<file path="config.mk">
export PLATFORM = sky130hd
export DESIGN_NAME = frt_supervisor
export DESIGN_NICKNAME = d
export VERILOG_FILES = /design/src/hw/frt_curve_limit.v /design/src/hw/frt_delay_timer.v /design/src/hw/frt_supervisor.v
export VERILOG_INCLUDE_DIRS = /design/src /design/src/pkg
export SDC_FILE = /design/constraint.sdc
export NUM_CORES = 1
export LEC_CHECK = 0
export ABC_CLOCK_PERIOD_IN_PS = 28400
export BUFFER_PORTS_ARGS = -buffer_cell sky130_fd_sc_hd__buf_2
export CORE_ASPECT_RATIO = 1.2
export CORE_UTILIZATION = 40
export CTS_BUF_LIST = sky130_fd_sc_hd__clkbuf_4 sky130_fd_sc_hd__clkbuf_8
export DETAILED_ROUTE_END_ITERATION = 8
export PLACE_DENSITY = 0.58
export SETUP_SLACK_MARGIN = 0.05
export SLEW_MARGIN = 15
export SYNTH_ARGS = -nofsm -noshare
export SYNTH_HDL_FRONTEND = slang
export SYNTH_SLANG_ARGS = --single-unit
</file>
<file path="constraint.sdc">
create_clock -name core_clk_i -period 28.4 [get_ports core_clk_i]
set_input_delay 4.26 -clock core_clk_i [delete_from_list [all_inputs] [get_ports core_clk_i]]
set_output_delay 4.26 -clock core_clk_i [all_outputs]
set_load 0.01 [all_outputs]
</file>
<file path="src/pkg/frt_map.vh">
// Register map, field positions, reset values and timing counts of the ride-through supervisor
// =============================================================================
// What this block does
// - Active only in mains parallel, generator parallel, or both, as configured.
// - Curve built from five point voltages and five time points after sag start.
// - Enabled and voltage below final recovery level starts event and event alarm.
// - During event, low voltage trip suppressed while voltage stays above curve.
// - Below curve during event, low voltage alarm after transient delay expires.
// - Event clears after final time point with voltage above final level, or at once if function goes inactive (once unrecovered, only on enable clear).
// - Not recovered at final time: alarm stays, suppression ends until new event.
// - While event active, listed protection trips and shutdowns are suppressed.
// - Warning alarms, low voltage warning included, are never suppressed.
// - Event counter increments by one on every event activation.
// - Counter readable by host, cleared by host maintenance reset.
`ifndef FRT_MAP_VH
`define FRT_MAP_VH

// =============================================================================
// Register byte offsets
`define FRT_OFS_CTRL 6'h00
`define FRT_OFS_VOLT_RETAINED 6'h04
`define FRT_OFS_VOLT_CLEARANCE 6'h08
`define FRT_OFS_VOLT_REC1 6'h0C
`define FRT_OFS_VOLT_REC2 6'h10
`define FRT_OFS_VOLT_FINAL 6'h14
`define FRT_OFS_TIME_CLEARANCE 6'h18
`define FRT_OFS_TIME_REC1 6'h1C
`define FRT_OFS_TIME_REC2 6'h20
`define FRT_OFS_TIME_REC3 6'h24
`define FRT_OFS_TIME_FINAL 6'h28
`define FRT_OFS_TRANSIENT 6'h2C
`define FRT_OFS_STATUS 6'h30
`define FRT_OFS_COUNT 6'h34
`define FRT_OFS_IRQ_STAT 6'h38
`define FRT_OFS_IRQ_MASK 6'h3C

// =============================================================================
// Control fields
`define FRT_CTRL_ENABLE 0
`define FRT_CTRL_MAINS 1
`define FRT_CTRL_GENS 2
`define FRT_CTRL_CNT_CLR 3

// Status fields
`define FRT_ST_EVENT 0
`define FRT_ST_SUPPRESS 1
`define FRT_ST_BELOW 2
`define FRT_ST_LV_ALARM 3
`define FRT_ST_UNRECOVERED 4
`define FRT_ST_ACTIVE 5

// Interrupt fields
`define FRT_IRQ_START 0
`define FRT_IRQ_LV_ALARM 1
`define FRT_IRQ_CLEARED 2
`define FRT_IRQ_UNRECOVERED 3
`define FRT_IRQ_W 4

// =============================================================================
// Reset values
`define FRT_CTRL_RST 3'h0
`define FRT_VOLT_RST 16'h0000
`define FRT_TIME_RST 16'h0000
`define FRT_IRQ_MASK_RST 4'h0

// =============================================================================
// Timing: curve times count in milliseconds
`define FRT_CLK_PERIOD_NS 5
`define FRT_MS_NS 1000000
`define FRT_MS_CYCLES (`FRT_MS_NS / `FRT_CLK_PERIOD_NS)

`endif

</file>
<file path="src/hw/frt_curve_limit.v">
// Stepped curve limit: voltage of the latest breakpoint reached
`timescale 1ns/10ps
`default_nettype none
module frt_curve_limit (
    // Clock and reset
    input wire core_clk_i,
    input wire reset_i,
    // Elapsed time and curve points
    input wire [15:0] elapsed_ms_i,
    input wire [15:0] t_clear_i,
    input wire [15:0] t_rec1_i,
    input wire [15:0] t_rec2_i,
    input wire [15:0] t_rec3_i,
    input wire [15:0] v_ret_i,
    input wire [15:0] v_clear_i,
    input wire [15:0] v_rec1_i,
    input wire [15:0] v_rec2_i,
    input wire [15:0] v_final_i,
    // Limit
    output reg [15:0] limit_o
);

    // Limit steps to the voltage of the latest breakpoint reached; a later breakpoint set lower lowers the curve
    always @(posedge core_clk_i or posedge reset_i) begin
        if (reset_i) begin
            limit_o <= 16'h0000;
        end else if (elapsed_ms_i >= t_rec3_i) begin
            limit_o <= v_final_i;
        end else if (elapsed_ms_i >= t_rec2_i) begin
            limit_o <= v_rec2_i;
        end else if (elapsed_ms_i >= t_rec1_i) begin
            limit_o <= v_rec1_i;
        end else if (elapsed_ms_i >= t_clear_i) begin
            limit_o <= v_clear_i;
        end else begin
            limit_o <= v_ret_i;
        end
    end

endmodule // frt_curve_limit
`default_nettype wire

</file>
<file path="src/hw/frt_delay_timer.v">
// Millisecond delay timer, restarts whenever run drops
`timescale 1ns/10ps
`default_nettype none
module frt_delay_timer (
    // Clock and reset
    input wire core_clk_i,
    input wire reset_i,
    // Control
    input wire tick_i,
    input wire run_i,
    input wire [15:0] limit_i,
    // Result
    output reg done_o
);

    reg [15:0] count_ff;

    always @(posedge core_clk_i or posedge reset_i) begin
        if (reset_i) begin
            count_ff <= 16'h0000;
            done_o <= 1'b0;
        end else if (!run_i) begin
            count_ff <= 16'h0000;
            done_o <= 1'b0;
        end else begin
            if (tick_i && (count_ff < limit_i)) begin
                count_ff <= count_ff + 16'h0001;
            end
            done_o <= (count_ff >= limit_i);
        end
    end

endmodule // frt_delay_timer
`default_nettype wire

</file>
<file path="src/hw/frt_supervisor.v">
// Fault ride-through supervisor top with Avalon-MM register slave
//
// The register offsets and the Avalon-MM slave port were left to the implementer.
`timescale 1ns/10ps
`include "frt_map.vh"
`default_nettype none
module frt_supervisor #(
    parameter integer TICK_CYCLES = `FRT_MS_CYCLES
) (
    // Clock and reset
    input wire core_clk_i,
    input wire reset_i,
    // Avalon-MM slave
    input wire [5:0] avs_address_i,
    input wire avs_read_i,
    input wire avs_write_i,
    input wire [31:0] avs_writedata_i,
    input wire [3:0] avs_byteenable_i,
    output reg [31:0] avs_readdata_o,
    output reg avs_waitrequest_o,
    // Parallel status pins
    input wire mains_parallel_i,
    input wire gen_parallel_i,
    // Measured generator voltage
    input wire [15:0] gen_voltage_i,
    // Alarm requests from protections
    input wire gen_uv_trip_i,
    input wire [14:0] prot_trip_i,
    input wire gen_uv_warn_i,
    input wire [7:0] warn_i,
    // Alarm results
    output reg gen_uv_trip_o,
    output reg [14:0] prot_trip_o,
    output reg gen_uv_warn_o,
    output reg [7:0] warn_o,
    output reg ride_through_event_alarm_o,
    output reg gen_low_voltage_alarm_o,
    output reg suppress_active_o,
    output reg irq_o
);

    // =========================================================================
    // States
    localparam [3:0] ST_IDLE = 4'b0001;
    localparam [3:0] ST_EVENT = 4'b0010;
    localparam [3:0] ST_HOLD = 4'b0100;
    localparam [3:0] ST_REARM = 4'b1000;

    localparam integer TICK_LAST_INT = TICK_CYCLES - 1;
    localparam [17:0] TICK_LAST = TICK_LAST_INT[17:0];

    // Byte-lane merge for 16-bit registers
    function [15:0] merge16;
        input [15:0] old_v;
        input [31:0] wdata;
        input [3:0] be;
        begin
            merge16[7:0] = be[0] ? wdata[7:0] : old_v[7:0];
            merge16[15:8] = be[1] ? wdata[15:8] : old_v[15:8];
        end
    endfunction

    // =========================================================================
    // Registers
    reg [2:0] ctrl_ff;
    reg [15:0] v_ret_ff;
    reg [15:0] v_clear_ff;
    reg [15:0] v_rec1_ff;
    reg [15:0] v_rec2_ff;
    reg [15:0] v_final_ff;
    reg [15:0] t_clear_ff;
    reg [15:0] t_rec1_ff;
    reg [15:0] t_rec2_ff;
    reg [15:0] t_rec3_ff;
    reg [15:0] t_final_ff;
    reg [15:0] transient_ff;
    reg [15:0] count_ff;
    reg [3:0] irq_stat_ff;
    reg [3:0] irq_mask_ff;
    reg [3:0] state_ff;
    reg [3:0] nxt_state;
    reg [17:0] presc_ff;
    reg tick_ff;
    reg [15:0] elapsed_ff;
    reg lv_alarm_ff;
    reg [2:0] mains_sync_ff;
    reg [2:0] gens_sync_ff;
    reg mains_ff;
    reg gens_ff;
    wire [15:0] curve_limit;
    wire transient_done;
    wire wr_acc;
    wire cnt_clr;
    wire fn_active;
    wire below_final;
    wire below_curve;
    wire in_event;
    wire ev_start;
    wire ev_cleared;
    wire ev_unrecovered;
    wire lv_rise;
    wire [3:0] irq_set;
    reg [31:0] nxt_rdata;

    // =========================================================================
    // Pin synchronisers: a change counts once stages two and three agree
    always @(posedge core_clk_i or posedge reset_i) begin
        if (reset_i) begin
            mains_sync_ff <= 3'h0;
            gens_sync_ff <= 3'h0;
            mains_ff <= 1'b0;
            gens_ff <= 1'b0;
        end else begin
            mains_sync_ff <= {mains_sync_ff[1:0], mains_parallel_i};
            gens_sync_ff <= {gens_sync_ff[1:0], gen_parallel_i};
            mains_ff <= (mains_sync_ff[1] == mains_sync_ff[2]) ? mains_sync_ff[2] : mains_ff;
            gens_ff <= (gens_sync_ff[1] == gens_sync_ff[2]) ? gens_sync_ff[2] : gens_ff;
        end
    end

    // =========================================================================
    // Qualifying terms
    assign fn_active = ctrl_ff[`FRT_CTRL_ENABLE] &&
        ((ctrl_ff[`FRT_CTRL_MAINS] && mains_ff) ||
         (ctrl_ff[`FRT_CTRL_GENS] && gens_ff));
    assign below_final = (gen_voltage_i < v_final_ff);
    assign in_event = (state_ff == ST_EVENT);
    // Limit lags elapsed time by one cycle, far below a millisecond step
    assign below_curve = in_event && (gen_voltage_i < curve_limit);
    assign ev_start = fn_active && below_final &&
        ((state_ff == ST_IDLE) || (state_ff == ST_REARM));
    assign ev_cleared = in_event && fn_active && (elapsed_ff >= t_final_ff) &&
        !below_final;
    assign ev_unrecovered = in_event && fn_active && (elapsed_ff >= t_final_ff) &&
        below_final;
    assign lv_rise = in_event && transient_done && !lv_alarm_ff;

    // =========================================================================
    // Event state machine
    always @* begin
        nxt_state = state_ff;
        case (state_ff)
            ST_IDLE: begin
                if (ev_start) begin
                    nxt_state = ST_EVENT;
                end
            end
            ST_EVENT: begin
                if (!fn_active || ev_cleared) begin
                    nxt_state = ST_IDLE;
                end else if (ev_unrecovered) begin
                    nxt_state = ST_HOLD;
                end
            end
            ST_HOLD: begin
                if (!ctrl_ff[`FRT_CTRL_ENABLE]) begin
                    nxt_state = ST_IDLE;
                end else if (!below_final) begin
                    nxt_state = ST_REARM;
                end
            end
            ST_REARM: begin
                if (!ctrl_ff[`FRT_CTRL_ENABLE]) begin
                    nxt_state = ST_IDLE;
                end else if (ev_start) begin
                    nxt_state = ST_EVENT;
                end
            end
            default: begin
                nxt_state = ST_IDLE;
            end
        endcase
    end

    // Elapsed time since the sag began, in milliseconds, saturating
    always @(posedge core_clk_i or posedge reset_i) begin
        if (reset_i) begin
            state_ff <= ST_IDLE;
            presc_ff <= 18'h0_0000;
            tick_ff <= 1'b0;
            elapsed_ff <= 16'h0000;
            lv_alarm_ff <= 1'b0;
        end else begin
            state_ff <= nxt_state;
            if (ev_start || (presc_ff == TICK_LAST)) begin
                presc_ff <= 18'h0_0000;
            end else begin
                presc_ff <= presc_ff + 18'h0_0001;
            end
            tick_ff <= (presc_ff == TICK_LAST) && !ev_start;
            if (ev_start || !in_event) begin
                elapsed_ff <= 16'h0000;
            end else if (in_event && tick_ff && (elapsed_ff != 16'hFFFF)) begin
                elapsed_ff <= elapsed_ff + 16'h0001;
            end
            // Alarm latches for the rest of the event
            if (nxt_state == ST_IDLE || ev_start) begin
                lv_alarm_ff <= 1'b0;
            end else if (lv_rise) begin
                lv_alarm_ff <= 1'b1;
            end
        end
    end

    frt_curve_limit u_curve (
        .core_clk_i(core_clk_i),
        .reset_i(reset_i),
        .elapsed_ms_i(elapsed_ff),
        .t_clear_i(t_clear_ff),
        .t_rec1_i(t_rec1_ff),
        .t_rec2_i(t_rec2_ff),
        .t_rec3_i(t_rec3_ff),
        .v_ret_i(v_ret_ff),
        .v_clear_i(v_clear_ff),
        .v_rec1_i(v_rec1_ff),
        .v_rec2_i(v_rec2_ff),
        .v_final_i(v_final_ff),
        .limit_o(curve_limit)
    );

    frt_delay_timer u_transient (
        .core_clk_i(core_clk_i),
        .reset_i(reset_i),
        .tick_i(tick_ff),
        .run_i(below_curve),
        .limit_i(transient_ff),
        .done_o(transient_done)
    );

    // =========================================================================
    // Alarm outputs
    always @(posedge core_clk_i or posedge reset_i) begin
        if (reset_i) begin
            gen_uv_trip_o <= 1'b0;
            prot_trip_o <= 15'h0000;
            gen_uv_warn_o <= 1'b0;
            warn_o <= 8'h00;
            ride_through_event_alarm_o <= 1'b0;
            gen_low_voltage_alarm_o <= 1'b0;
            suppress_active_o <= 1'b0;
        end else begin
            gen_uv_trip_o <= gen_uv_trip_i &&
                !((nxt_state == ST_EVENT) && !below_curve);
            prot_trip_o <= (nxt_state == ST_EVENT) ? 15'h0000 : prot_trip_i;
            gen_uv_warn_o <= gen_uv_warn_i;
            warn_o <= warn_i;
            ride_through_event_alarm_o <= (nxt_state != ST_IDLE);
            gen_low_voltage_alarm_o <= lv_alarm_ff || lv_rise;
            suppress_active_o <= (nxt_state == ST_EVENT);
        end
    end

    // =========================================================================
    // Avalon-MM slave: one wait cycle, then answer
    assign wr_acc = avs_write_i && !avs_waitrequest_o;
    assign cnt_clr = wr_acc && (avs_address_i == `FRT_OFS_CTRL) && avs_byteenable_i[0] &&
        avs_writedata_i[`FRT_CTRL_CNT_CLR];
    assign irq_set = {ev_unrecovered, ev_cleared, lv_rise, ev_start};

    always @* begin
        nxt_rdata = 32'h0000_0000;
        case (avs_address_i)
            `FRT_OFS_CTRL: nxt_rdata[2:0] = ctrl_ff;
            `FRT_OFS_VOLT_RETAINED: nxt_rdata[15:0] = v_ret_ff;
            `FRT_OFS_VOLT_CLEARANCE: nxt_rdata[15:0] = v_clear_ff;
            `FRT_OFS_VOLT_REC1: nxt_rdata[15:0] = v_rec1_ff;
            `FRT_OFS_VOLT_REC2: nxt_rdata[15:0] = v_rec2_ff;
            `FRT_OFS_VOLT_FINAL: nxt_rdata[15:0] = v_final_ff;
            `FRT_OFS_TIME_CLEARANCE: nxt_rdata[15:0] = t_clear_ff;
            `FRT_OFS_TIME_REC1: nxt_rdata[15:0] = t_rec1_ff;
            `FRT_OFS_TIME_REC2: nxt_rdata[15:0] = t_rec2_ff;
            `FRT_OFS_TIME_REC3: nxt_rdata[15:0] = t_rec3_ff;
            `FRT_OFS_TIME_FINAL: nxt_rdata[15:0] = t_final_ff;
            `FRT_OFS_TRANSIENT: nxt_rdata[15:0] = transient_ff;
            `FRT_OFS_STATUS: begin
                nxt_rdata[`FRT_ST_EVENT] = (state_ff != ST_IDLE);
                nxt_rdata[`FRT_ST_SUPPRESS] = in_event;
                nxt_rdata[`FRT_ST_BELOW] = below_curve;
                nxt_rdata[`FRT_ST_LV_ALARM] = lv_alarm_ff;
                nxt_rdata[`FRT_ST_UNRECOVERED] = (state_ff == ST_HOLD) || (state_ff == ST_REARM);
                nxt_rdata[`FRT_ST_ACTIVE] = fn_active;
            end
            `FRT_OFS_COUNT: nxt_rdata[15:0] = count_ff;
            `FRT_OFS_IRQ_STAT: nxt_rdata[3:0] = irq_stat_ff;
            `FRT_OFS_IRQ_MASK: nxt_rdata[3:0] = irq_mask_ff;
            default: nxt_rdata = 32'h0000_0000;
        endcase
    end

    always @(posedge core_clk_i or posedge reset_i) begin
        if (reset_i) begin
            avs_waitrequest_o <= 1'b1;
            avs_readdata_o <= 32'h0000_0000;
        end else begin
            avs_waitrequest_o <= !((avs_read_i || avs_write_i) && avs_waitrequest_o);
            if (avs_read_i && avs_waitrequest_o) begin
                avs_readdata_o <= nxt_rdata;
            end
        end
    end

    // Register writes, counter and interrupt status
    always @(posedge core_clk_i or posedge reset_i) begin
        if (reset_i) begin
            ctrl_ff <= `FRT_CTRL_RST;
            v_ret_ff <= `FRT_VOLT_RST;
            v_clear_ff <= `FRT_VOLT_RST;
            v_rec1_ff <= `FRT_VOLT_RST;
            v_rec2_ff <= `FRT_VOLT_RST;
            v_final_ff <= `FRT_VOLT_RST;
            t_clear_ff <= `FRT_TIME_RST;
            t_rec1_ff <= `FRT_TIME_RST;
            t_rec2_ff <= `FRT_TIME_RST;
            t_rec3_ff <= `FRT_TIME_RST;
            t_final_ff <= `FRT_TIME_RST;
            transient_ff <= `FRT_TIME_RST;
            count_ff <= 16'h0000;
            irq_stat_ff <= 4'h0;
            irq_mask_ff <= `FRT_IRQ_MASK_RST;
            irq_o <= 1'b0;
        end else begin
            if (wr_acc) begin
                case (avs_address_i)
                    `FRT_OFS_CTRL: ctrl_ff <= avs_byteenable_i[0] ?
                        avs_writedata_i[2:0] : ctrl_ff;
                    `FRT_OFS_VOLT_RETAINED: v_ret_ff <= merge16(v_ret_ff,
                        avs_writedata_i, avs_byteenable_i);
                    `FRT_OFS_VOLT_CLEARANCE: v_clear_ff <= merge16(v_clear_ff,
                        avs_writedata_i, avs_byteenable_i);
                    `FRT_OFS_VOLT_REC1: v_rec1_ff <= merge16(v_rec1_ff,
                        avs_writedata_i, avs_byteenable_i);
                    `FRT_OFS_VOLT_REC2: v_rec2_ff <= merge16(v_rec2_ff,
                        avs_writedata_i, avs_byteenable_i);
                    `FRT_OFS_VOLT_FINAL: v_final_ff <= merge16(v_final_ff,
                        avs_writedata_i, avs_byteenable_i);
                    `FRT_OFS_TIME_CLEARANCE: t_clear_ff <= merge16(t_clear_ff,
                        avs_writedata_i, avs_byteenable_i);
                    `FRT_OFS_TIME_REC1: t_rec1_ff <= merge16(t_rec1_ff,
                        avs_writedata_i, avs_byteenable_i);
                    `FRT_OFS_TIME_REC2: t_rec2_ff <= merge16(t_rec2_ff,
                        avs_writedata_i, avs_byteenable_i);
                    `FRT_OFS_TIME_REC3: t_rec3_ff <= merge16(t_rec3_ff,
                        avs_writedata_i, avs_byteenable_i);
                    `FRT_OFS_TIME_FINAL: t_final_ff <= merge16(t_final_ff,
                        avs_writedata_i, avs_byteenable_i);
                    `FRT_OFS_TRANSIENT: transient_ff <= merge16(transient_ff,
                        avs_writedata_i, avs_byteenable_i);
                    `FRT_OFS_IRQ_MASK: irq_mask_ff <= avs_byteenable_i[0] ?
                        avs_writedata_i[3:0] : irq_mask_ff;
                    default: irq_mask_ff <= irq_mask_ff;
                endcase
            end
            // New event beats a same-cycle clear so no activation is lost
            count_ff <= (cnt_clr ? 16'h0000 : count_ff) +
                {15'h0000, ev_start};
            if (wr_acc && (avs_address_i == `FRT_OFS_IRQ_STAT) && avs_byteenable_i[0]) begin
                irq_stat_ff <= (irq_stat_ff & ~avs_writedata_i[3:0]) | irq_set;
            end else begin
                irq_stat_ff <= irq_stat_ff | irq_set;
            end
            irq_o <= |(irq_stat_ff & irq_mask_ff);
        end
    end

endmodule // frt_supervisor
`default_nettype wire

</file>
==> impl_metrics.csv, run 1 <==
group,metric,value,unit
sta,fin_skew,0.0447,ns
route,ant_nets,0,
pwr,irDropWorstVdd,0.0348,mV
synth,synth.largest_area_cell,"dfrtp_1",
synth,synth_top_cell_area_share,0.459,
sta,fin_setup_tns,0,ns
setup_path,slowest_stage,"and2_1",
floorplan,core_area,43900,um2
route,vias,13500,
placement,place_hpwl,38500,um
clock_network,cts_tree,"yes",
setup_path,crit_top_cell,"ha_1",
pwr,power.leakage,9.64,nW
clock_network,clkSinkCount,330,
setup_path,worstPathMaxFanout,16,
synth,syn_area,17900,um2
clock_network,htree_levels,2,
synth,synth-seq-cells,330,
setup_path,cpPeakStageDelay,0.63,ns
placement,place_ws,20.71,ns
sta,setup_viol,0,
floorplan,io_pins,151,
route,wl_per_cell,22.1,um
synth,postSynthCellCount,1667,
floorplan,start_util,0.407,
clock_network,cts_resized,0,
placement,place_congestion,0.894,
sta,slew_violations,0,
placement,io_buffer_count,116,
run_status,outcome,"finished, final reports clean",
final_layout,areaGrowthSynthToFinish,13.1,%
global_routing,grt_usage,0.239,
route,drc,0,
flow_run,cap_violations,0,
final_layout,regMostFlops,"presc_ff",
final_layout,layout_common_cells,"328 x dfrtp_1, 199 x mux2_2, 159 x inv_1",
clock_network,path_clk_slew,0.06,ns
floorplan,die_w,195,um
synth,yosys_most_used_dff,"dfrtp_1",
synth,synthArstFlopShare,1.00,
sta,hold_viol_final,0,
synth,synth_edf_count,0,
synth,ys_seq_area_frac,0.462,
floorplan,die_y,234,um
floorplan,dieArea,45600,um2
setup_path,arrival,7.56,ns
sta,rsz0062_at_grt,"false",
setup_path,crit_chain,"buf_2 -> or4_1 -> buf_4 -> nor4b_2 -> and2_1 -> nor2b_1 -> ha_1 -> ha_1 -> and3_1 -> nand3_1 -> xor2_1 -> nor2_1",
final_layout,final_core_util,0.461,
sta,fmax,142,MHz
route,drt_iter0_markers,1094,
setup_path,endpoint_kind,"flip-flop",
clock_network,root_buffer,"clkbuf_8",
clock_network,hold_buffers,0,
sta,post-route-min-period,7.03,ns
sta,hold_slack,0.345,ns
synth,ys_warn_count,0,
sta,worstMarginPinSlew,1.04,ns
setup_path,crit_path_start_kind,"primary input",
route,first_pass_iters,6,
global_routing,grt_overflow_total,0,
route,routed_via_density,5.63,
route,wl,53100,um
sta,slew_headroom,0.305,
global_routing,grt_max_degree,110,
synth,synth.area.top_cells,"dfrtp_1 46%, mux2_2 13%, ha_1 9.2%, inv_1 3.4%, nor2_1 2.4%",
setup_path,critPathRequiredTime,28.92,ns
setup_path,cp_num_buf_inv,2,
clock_network,postCtsSetupBuffers,0,
global_routing,grt_pass1_wl,82400,um
clock_network,cts_buffer_depth,3,
final_layout,nets,2024,
sta,fin_crit_sh,0.248,
synth,avgSynthCellArea,10.7,um2
synth,synth.distinct_cells,67,
global_routing,grt_pass1_vias,13700,
final_layout,final_common_cell,"dfrtp_1",
setup_path,path_class,"in2reg",
hold_path,hp-class,"reg2reg",
global_routing,antenna_found_initial,1,
setup_path,cpLargestDelayFamily,"simple AND/OR/NAND/NOR gates",
clock_network,numCtsBuffers,56,
sta,setup_ws,21.37,ns
final_layout,drive_gt1_frac,0.248,
pwr,powerDensity,54.3,nW/um2
final_layout,largest_reg_flops,18,
clock_network,clock_latency,0.67,ns
floorplan,num_rows,84,
## Yosys cell counts (7+ instances only)
library cell and number:
nor2b_1 10, ha_1 131, nor4_1 9, o221ai_1 19
xnor2_1 28, and4_1 8, mux2_2 199, or4_1 7
xor2_1 19, and2_1 20, clkbuf_1 49, a31oi_1 8
and3_1 13, a222oi_1 22, mux2i_1 25, nand3_1 25
a221oi_1 20, nor2_1 112, o21ai_0 43, inv_1 160
or3_1 9, dfrtp_1 328, nand4_1 29, nand2b_1 14
a22o_1 20, nand2_1 106, a21oi_1 58, nor3_1 17
buf_2 8, a21o_1 27, buf_4 16, o31ai_1 7
a22oi_1 28
## stage by stage
stage / cells / instance area [um2] / power (mW)
floorplan: 1682 / 17900 / 0.601
global placement: 2305 / 19100 / 0.648
detailed placement: 2305 / 19100 / 0.650
CTS: 2402 / 20200 / 1.11
global route: 2402 / 20200 / 1.15
finish: 2403 / 20200 / 1.10
## power breakdown
part           internal (mW)  switching [mW]  leakage [nW]
logic                 0.0492          0.0830          4.55
registers              0.492          0.0187          4.47
clock network          0.251           0.205         0.628
total                  0.793           0.306          9.64
## area by class of cell
type	instances	area, um2
Fill cell	4186	23700
Multi-Input combinational cell	1114	8720
Sequential cell	330	8260
Clock buffer	83	1040
Timing Repair Buffer	142	776
Tap cell	559	699
Inverter	160	608
Clock inverter	14	134
Antenna cell	1	2.50
## layer usage
layer / up-vias / share of wire / global-route usage
met4: 2 / 0.046 / 0.118
met1: 6704 / 0.43 / 0.308
met2: 471 / 0.47 / 0.393
met5: - / 0.00019 / 0
li1: 6216 / - / -
met3: 130 / 0.055 / 0.0339
## cells by family (layout without fill, tap and decap cells)
logic type,after synthesis,after routing,synth area share
AO/OA/AOI/OAI,291,291,0.116
AND/OR/NAND/NOR,403,403,0.112
flip-flops,330,330,0.462
other,1,17,0.000210
multiplexers,224,224,0.139
XOR/XNOR,47,47,0.0230
adder cells (fa/ha/maj),133,133,0.0927
buffers and inverters,238,399,0.0547
## path summary, 6_finish.rpt
kind,from,end,slack [ns],cells past startpoint
worst max-delay path,avs_address_i[3],count_ff[10],21.37,12
worst min-delay path,mains_sync_ff[0],mains_sync_ff[1],0.34,0
worst max register to register,v_final_ff[11],count_ff[14],24.67,12
worst min register to register,mains_sync_ff[0],mains_sync_ff[1],0.34,0
max in group asynchronous,reset_i,t_clear_ff[12],22.10,4
min in group asynchronous,reset_i,gens_sync_ff[0],3.74,2
No activity file was read; power rests on OpenSTA's default activity.
==> run 2: changes to the inputs <==
--- a/config.mk
+++ b/config.mk
@@ -6,13 +6,13 @@
 export SDC_FILE = /design/constraint.sdc
 export NUM_CORES = 1
 export LEC_CHECK = 0
-export ABC_CLOCK_PERIOD_IN_PS = 28400
+export ABC_CLOCK_PERIOD_IN_PS = 6200
 export BUFFER_PORTS_ARGS = -buffer_cell sky130_fd_sc_hd__buf_2
 export CORE_ASPECT_RATIO = 1.2
 export CORE_UTILIZATION = 40
 export CTS_BUF_LIST = sky130_fd_sc_hd__clkbuf_4 sky130_fd_sc_hd__clkbuf_8
 export DETAILED_ROUTE_END_ITERATION = 8
-export PLACE_DENSITY = 0.58
+export PLACE_DENSITY = 0.6
 export SETUP_SLACK_MARGIN = 0.05
 export SLEW_MARGIN = 15
 export SYNTH_ARGS = -nofsm -noshare
==> constraint.sdc (replaced) <==
create_clock -name core_clk_i -period 6.2 [get_ports core_clk_i]
set_input_delay 0.93 -clock core_clk_i [delete_from_list [all_inputs] [get_ports core_clk_i]]
set_output_delay 0.93 -clock core_clk_i [all_outputs]
set_load 0.01 [all_outputs]
==> run 2 against run 1 <==
- clock skew decreased by 0.0047 ns
- via count increased by 0.55%
- setup slack got worse by 19 ns
- critical path type unchanged
- sequential share of layout area decreased by 0.37 points
- total power increased to 4.8 times the previous value
- global-route usage decreased by 0.38 points
- clock power increased to 5.0 times the previous value
- sequential cell count unchanged
- register-to-register slack got worse by 22 ns
- core utilization increased by 0.42 points
==> impl_metrics.csv, run 2 (synthesized netlist as in run 1, its figures left out) <==
group,metric,value,unit
clock_network,root_buffer,"clkbuf_8",
pwr,seq_power_share,0.446,
run_status,outcome,"finished, final reports clean",
setup_path,critPathRequiredTime,6.73,ns
pwr,switching_power,1.42,mW
sta,fin_crit_sh,0.595,
clock_network,postCtsSetupBuffers,0,
pwr,irDropWorstVdd,0.181,mV
floorplan,core_area,43900,um2
global_routing,grt_overflow_total,0,
setup_path,path_class,"in2reg",
pwr,combPwrFrac,0.116,
final_layout,areaGrowthSynthToFinish,14.2,%
sta,slew_violations,0,
final_layout,layout_common_cells,"328 x dfrtp_1, 199 x mux2_2, 159 x inv_1",
global_routing,grt_pass1_wl,81000,um
route,first_pass_iters,9,
clock_network,clock_latency,0.67,ns
floorplan,num_rows,84,
floorplan,die_y,234,um
final_layout,postLayoutCellArea,20400,um2
clock_network,cts_resized,0,
sta,rsz0062_at_grt,"false",
pwr,p_int,3.83,mW
sta,hold_viol_final,0,
floorplan,io_pins,151,
hold_path,hp-class,"reg2reg",
sta,setup_viol,0,
final_layout,final_common_cell,"dfrtp_1",
route,wl,52700,um
clock_network,clkSinkCount,330,
clock_network,cts_buffer_depth,3,
clock_network,cts_tree,"yes",
setup_path,arrival,4.22,ns
sta,slew_headroom,0.312,
placement,place_hpwl,38400,um
global_routing,grt_usage,0.235,
clock_network,numCtsBuffers,57,
global_routing,grt_max_degree,167,
final_layout,regMostFlops,"presc_ff",
pwr,power.leakage,9.72,nW
route,wl_per_cell,21.9,um
sta,fin_skew,0.0400,ns
flow_run,cap_violations,0,
route,vias,13600,
sta,post-route-min-period,3.69,ns
pwr,powerDensity,257,nW/um2
setup_path,crit_path_start_kind,"primary input",
final_layout,fillerInstances,4207,
pwr,switching_share,0.271,
global_routing,grt_pass1_vias,13700,
clock_network,htree_levels,2,
floorplan,die_w,195,um
sta,worstMarginPinSlew,1.03,ns
placement,io_buffer_count,116,
sta,fin_setup_tns,0,ns
sta,fmax,271,MHz
route,drt_iter0_markers,1066,
route,ant_nets,0,
final_layout,nets,2022,
pwr,clkPwrFrac,0.438,
clock_network,hold_buffers,0,
floorplan,dieArea,45600,um2
final_layout,largest_reg_flops,18,
setup_path,worstPathMaxFanout,16,
route,drc,0,
clock_network,path_clk_slew,0.06,ns
placement,place_congestion,0.899,
setup_path,endpoint_kind,"flip-flop",
final_layout,drive_gt1_frac,0.252,
floorplan,start_util,0.407,
global_routing,antenna_found_initial,2,
placement,placed_area,19100,um2
route,routed_via_density,5.64,
-- run 2: changes by cell type in the layout (fill, tap and decap cells not counted), moves of 2 or more --
cell and change:
clkbuf_8 +10, clkinv_2 -6, buf_4 -5, clkbuf_4 +3, buf_12 +2
-- run 2: final cells by class --
type | count | area [um2] | area share
diodes | 1 | 2.50 | 0.000123
clock buffers | 96 | 1200 | 0.0586
clock inverters | 11 | 154 | 0.00753
inverters | 160 | 604 | 0.0296
multi-input cells | 1114 | 8730 | 0.427
flip-flops and latches | 330 | 8260 | 0.404
well taps | 559 | 699 | 0.0342
repair buffers | 139 | 778 | 0.0381
-- run 2: path summary, 6_finish.rpt --
kind	start	slack, ns	depth (start not counted)	end
max	avs_address_i[3]	2.51	12	count_ff[10]
min	gens_sync_ff[0]	0.35	0	gens_sync_ff[1]
max reg2reg	ctrl_ff[1]	2.53	11	count_ff[12]
min reg2reg	gens_sync_ff[0]	0.35	0	gens_sync_ff[1]
max in group asynchronous	reset_i	4.84	3	prot_trip_o[8]
min in group asynchronous	reset_i	0.48	3	u_curve.limit_o[14]
-- run 2: through the flow --
| stage | worst slack [ns] | util | cells | hold slack (ns) | total power, mW |
|---|---|---|---|---|---|
| 2_1_floorplan | 0.865 | - | 1682 | 0.331 | 2.76 |
| 3_3_place_gp | 1.97 | 0.434 | 2302 | 0.337 | 2.97 |
| 3_5_place_dp | 1.89 | 0.434 | 2302 | 0.337 | 2.98 |
| 4_1_cts | 2.45 | 0.465 | 2409 | 0.306 | 5.31 |
| 5_1_grt | 2.25 | 0.465 | 2410 | 0.322 | 5.47 |
| 6_report | 2.51 | 0.465 | 2410 | 0.346 | 5.25 |
-- run 2: layer usage --
metal / vias to the layer above / track usage / wire (um)
li1: 6248 / - / -
met1: 6777 / 0.303 / 23000
met2: 447 / 0.387 / 24800
met3: 123 / 0.0351 / 2630
met4: 2 / 0.114 / 2340
met5: - / 0 / 11
-- run 2: critical path, stage by stage --
cell     delay, ns
buf_2         0.14
or4_1         0.53
buf_4         0.22
nor4b_2       0.54
and2_1        0.63
nor2b_1       0.11
ha_1          0.24
ha_1          0.21
and3_1        0.27
nand3_1       0.19
xor2_1        0.16
nor2_1        0.05
-- run 2: power groups by stage --
stage | Clock (mW) | Sequential, mW | Combinational [mW]
6_report | 2.30 | 2.34 | 0.610
3_5_place_dp | 0 | 2.38 | 0.607
5_1_grt | 2.45 | 2.35 | 0.669
2_1_floorplan | 0 | 2.35 | 0.402
4_1_cts | 2.35 | 2.34 | 0.611
3_3_place_gp | 0 | 2.38 | 0.593
==> run 3: changes to the inputs <==
--- a/config.mk
+++ b/config.mk
@@ -6,7 +6,8 @@
 export SDC_FILE = /design/constraint.sdc
 export NUM_CORES = 1
 export LEC_CHECK = 0
-export ABC_CLOCK_PERIOD_IN_PS = 6200
+export ABC_AREA = 1
+export ABC_CLOCK_PERIOD_IN_PS = 3000
 export BUFFER_PORTS_ARGS = -buffer_cell sky130_fd_sc_hd__buf_2
 export CORE_ASPECT_RATIO = 1.2
 export CORE_UTILIZATION = 40
==> constraint.sdc (replaced) <==
create_clock -name core_clk_i -period 3 [get_ports core_clk_i]
set_input_delay 0.45 -clock core_clk_i [delete_from_list [all_inputs] [get_ports core_clk_i]]
set_output_delay 0.45 -clock core_clk_i [all_outputs]
set_load 0.01 [all_outputs]
==> run 3 against run 2 <==
- non-clock buffer count is 40 higher
- first-iteration DRC count grew 13%
- sequential power up 110%
- worst hold slack worse by 0.26 ns
- setup slack got worse by 2.2 ns
- critical path depth is 3 higher
- die area increased by 3.3%
- clock power grew 96%
- critical endpoint is now count_ff[12]
==> impl_metrics.csv, run 3 <==
group,metric,value,unit
run_status,outcome,"finished, final reports clean",
setup_path,crit_path_start_kind,"flip-flop",
pwr,switching_power,3.53,mW
synth,synth_top_cell_area_share,0.444,
pwr,clkPwrFrac,0.391,
route,routed_via_density,5.14,
route,wl,54900,um
final_layout,regMostFlops,"presc_ff",
final_layout,multi_input_area,8610,um2
pwr,p_int,7.98,mW
sta,post-route-min-period,2.69,ns
clock_network,numCtsBuffers,57,
placement,place_ws,0.108,ns
clock_network,postCtsSetupBuffers,0,
floorplan,core_area,45200,um2
synth,synthArstFlopShare,1.00,
synth,synth-seq-cells,330,
pwr,switching_share,0.307,
clock_network,path_clk_slew,0.06,ns
setup_path,critPathRequiredTime,3.54,ns
floorplan,dieArea,47100,um2
final_layout,nets,2681,
clock_network,htree_levels,2,
pwr,irDropWorstVdd,0.429,mV
route,drc,0,
setup_path,endpoint_kind,"flip-flop",
pwr,total_power,11.5,mW
setup_path,reg2reg_slack,0.31,ns
synth,ys_seq_area_frac,0.447,
floorplan,io_pins,151,
route,ant_nets,0,
sta,slew_violations,0,
final_layout,drive_gt1_frac,0.132,
setup_path,worstPathMaxFanout,4,
synth,postSynthCellCount,2296,
global_routing,grt_usage,0.240,
hold_path,hp-class,"in2reg",
final_layout,layout_common_cells,"599 x nand2_1, 328 x dfrtp_1, 303 x inv_1",
final_layout,largest_reg_flops,18,
synth,ys_warn_count,0,
synth,yosys_most_used_dff,"dfrtp_1",
sta,setup_viol,0,
synth,synth_most_common_cell,"nand2_1",
clock_network,clkSinkCount,330,
sta,hold_viol_final,0,
final_layout,regArea,8260,um2
sta,worstMarginPinSlew,0.760,ns
clock_network,cts_buffer_depth,3,
pwr,powerDensity,540,nW/um2
pwr,power.leakage,10.2,nW
global_routing,use_met3,0.0375,
sta,rsz0062_at_grt,"false",
sta,fin_crit_sh,0.895,
synth,synth.largest_area_cell,"dfrtp_1",
placement,place_congestion,0.924,
setup_path,path_class,"reg2reg",
global_routing,grt_pass1_wl,86800,um
placement,place_hpwl,40600,um
global_routing,use_met2,0.385,
route,vias,16000,
sta,fmax,372,MHz
synth,synth.distinct_cells,54,
synth,synth_common_cells,"599 x nand2_1, 328 x dfrtp_1, 304 x inv_1, 223 x o21ai_0, 131 x ha_1",
placement,dp_cells,2979,
route,wl_per_cell,17.6,um
global_routing,met1_usage,0.313,
global_routing,grt_overflow_total,0,
final_layout,stdcell_count,3117,
synth,synth_edf_count,0,
sta,slew_headroom,0.493,
clock_network,clock_latency,0.67,ns
floorplan,start_util,0.409,
clock_network,cts_tree,"yes",
final_layout,final_common_cell,"nand2_1",
sta,fin_skew,0.0365,ns
synth,avgSynthCellArea,8.05,um2
sta,hold_slack,0.0864,ns
clock_network,root_buffer,"clkbuf_8",
route,first_pass_iters,6,
synth,synth.area.top_cells,"dfrtp_1 44%, nand2_1 12%, ha_1 8.9%, inv_1 6.2%, o21ai_0 6.0%",
setup_path,arrival,3.22,ns
global_routing,grt_max_degree,128,
global_routing,grt_pass1_vias,15800,
flow_run,cap_violations,0,
floorplan,die_w,198,um
floorplan,num_rows,85,
route,drt_iter0_markers,1205,
synth,syn_area,18500,um2
global_routing,grt-busiest-layer,"met2",
final_layout,fillerInstances,4448,
final_layout,areaGrowthSynthToFinish,15.3,%
placement,io_buffer_count,116,
pwr,combPwrFrac,0.177,
floorplan,die_y,237,um
final_layout,diodes,0,
global_routing,antenna_found_initial,1,
sta,setup_ws,0.314,ns
pwr,seq_power_share,0.432,
-- run 3: path summary, 6_finish.rpt --
kind                                   from           endpoint  depth (start not counted)
max in group asynchronous           reset_i        presc_ff[1]                          4
setup / recovery              v_final_ff[5]       count_ff[12]                         15
setup reg to reg              v_final_ff[5]       count_ff[12]                         15
min in group asynchronous           reset_i      v_rec2_ff[12]                          3
hold reg to reg            mains_sync_ff[0]   mains_sync_ff[1]                          0
hold / removal                  avs_write_i  avs_waitrequest_o                          2
-- run 3: timing repair --
action / CTS / global route
hold buffers: 32 / 0
setup endpoints to repair: 0 / 3
resized for setup: 0 / 1
endpoints found under the hold margin: 42 / 0
-- run 3: area by class of cell --
cell class / instances / area share
Multi-Input combinational cell: 1570 / 0.404
Sequential cell: 330 / 0.388
Inverter: 323 / 0.0572
Timing Repair Buffer: 179 / 0.0555
Clock buffer: 90 / 0.0543
Tap cell: 609 / 0.0358
Clock inverter: 16 / 0.00570
-- run 3: cells by family (layout without fill, tap and decap cells) --
family          after synthesis  count (layout)  synth area share
buf+inv                     411             608            0.0905
other cells                   1              16          0.000203
simple gates                963             963             0.231
fa+ha+maj                   133             133            0.0898
compound gates              417             417             0.122
flops                       330             330             0.447
xor+xnor                     41              41            0.0194
-- run 3: per-stage QoR --
stage	utilization	instance area, um2	setup TNS (ns)
after CTS	0.471	21300	0
after floorplan	-	18500	-609.78
after global routing	0.471	21300	0
after global placement	0.436	19700	0
after detailed placement	0.436	19700	0
final	0.471	21300	0
-- run 3: metal layers --
metal	part of all wire	vias up
li1	-	7789
met1	0.44	7624
met2	0.46	471
met3	0.052	122
met4	0.049	0
met5	0	-
-- run 3: power groups by stage --
stage / logic, mW / clock network, mW / registers [mW]
3_5_place_dp: 2.00 / 0 / 5.04
4_1_cts: 2.04 / 4.62 / 4.97
6_report: 2.04 / 4.50 / 4.97
2_1_floorplan: 1.31 / 0 / 5.02
3_3_place_gp: 1.96 / 0 / 5.04
5_1_grt: 2.30 / 4.81 / 5.00
-- run 3: critical path: stages (launching register included) --
cell     delay, ns
dfrtp_1       0.40
inv_1         0.06
ha_1          0.29
a21oi_1       0.14
nor2_1        0.05
nor3_1        0.14
nand2_1       0.15
nand2_1       0.17
nand3_2       0.13
inv_1         0.10
ha_1          0.17
ha_1          0.18
nand2_1       0.10
nor2_2        0.22
nand4_1       0.13
xor2_1        0.16
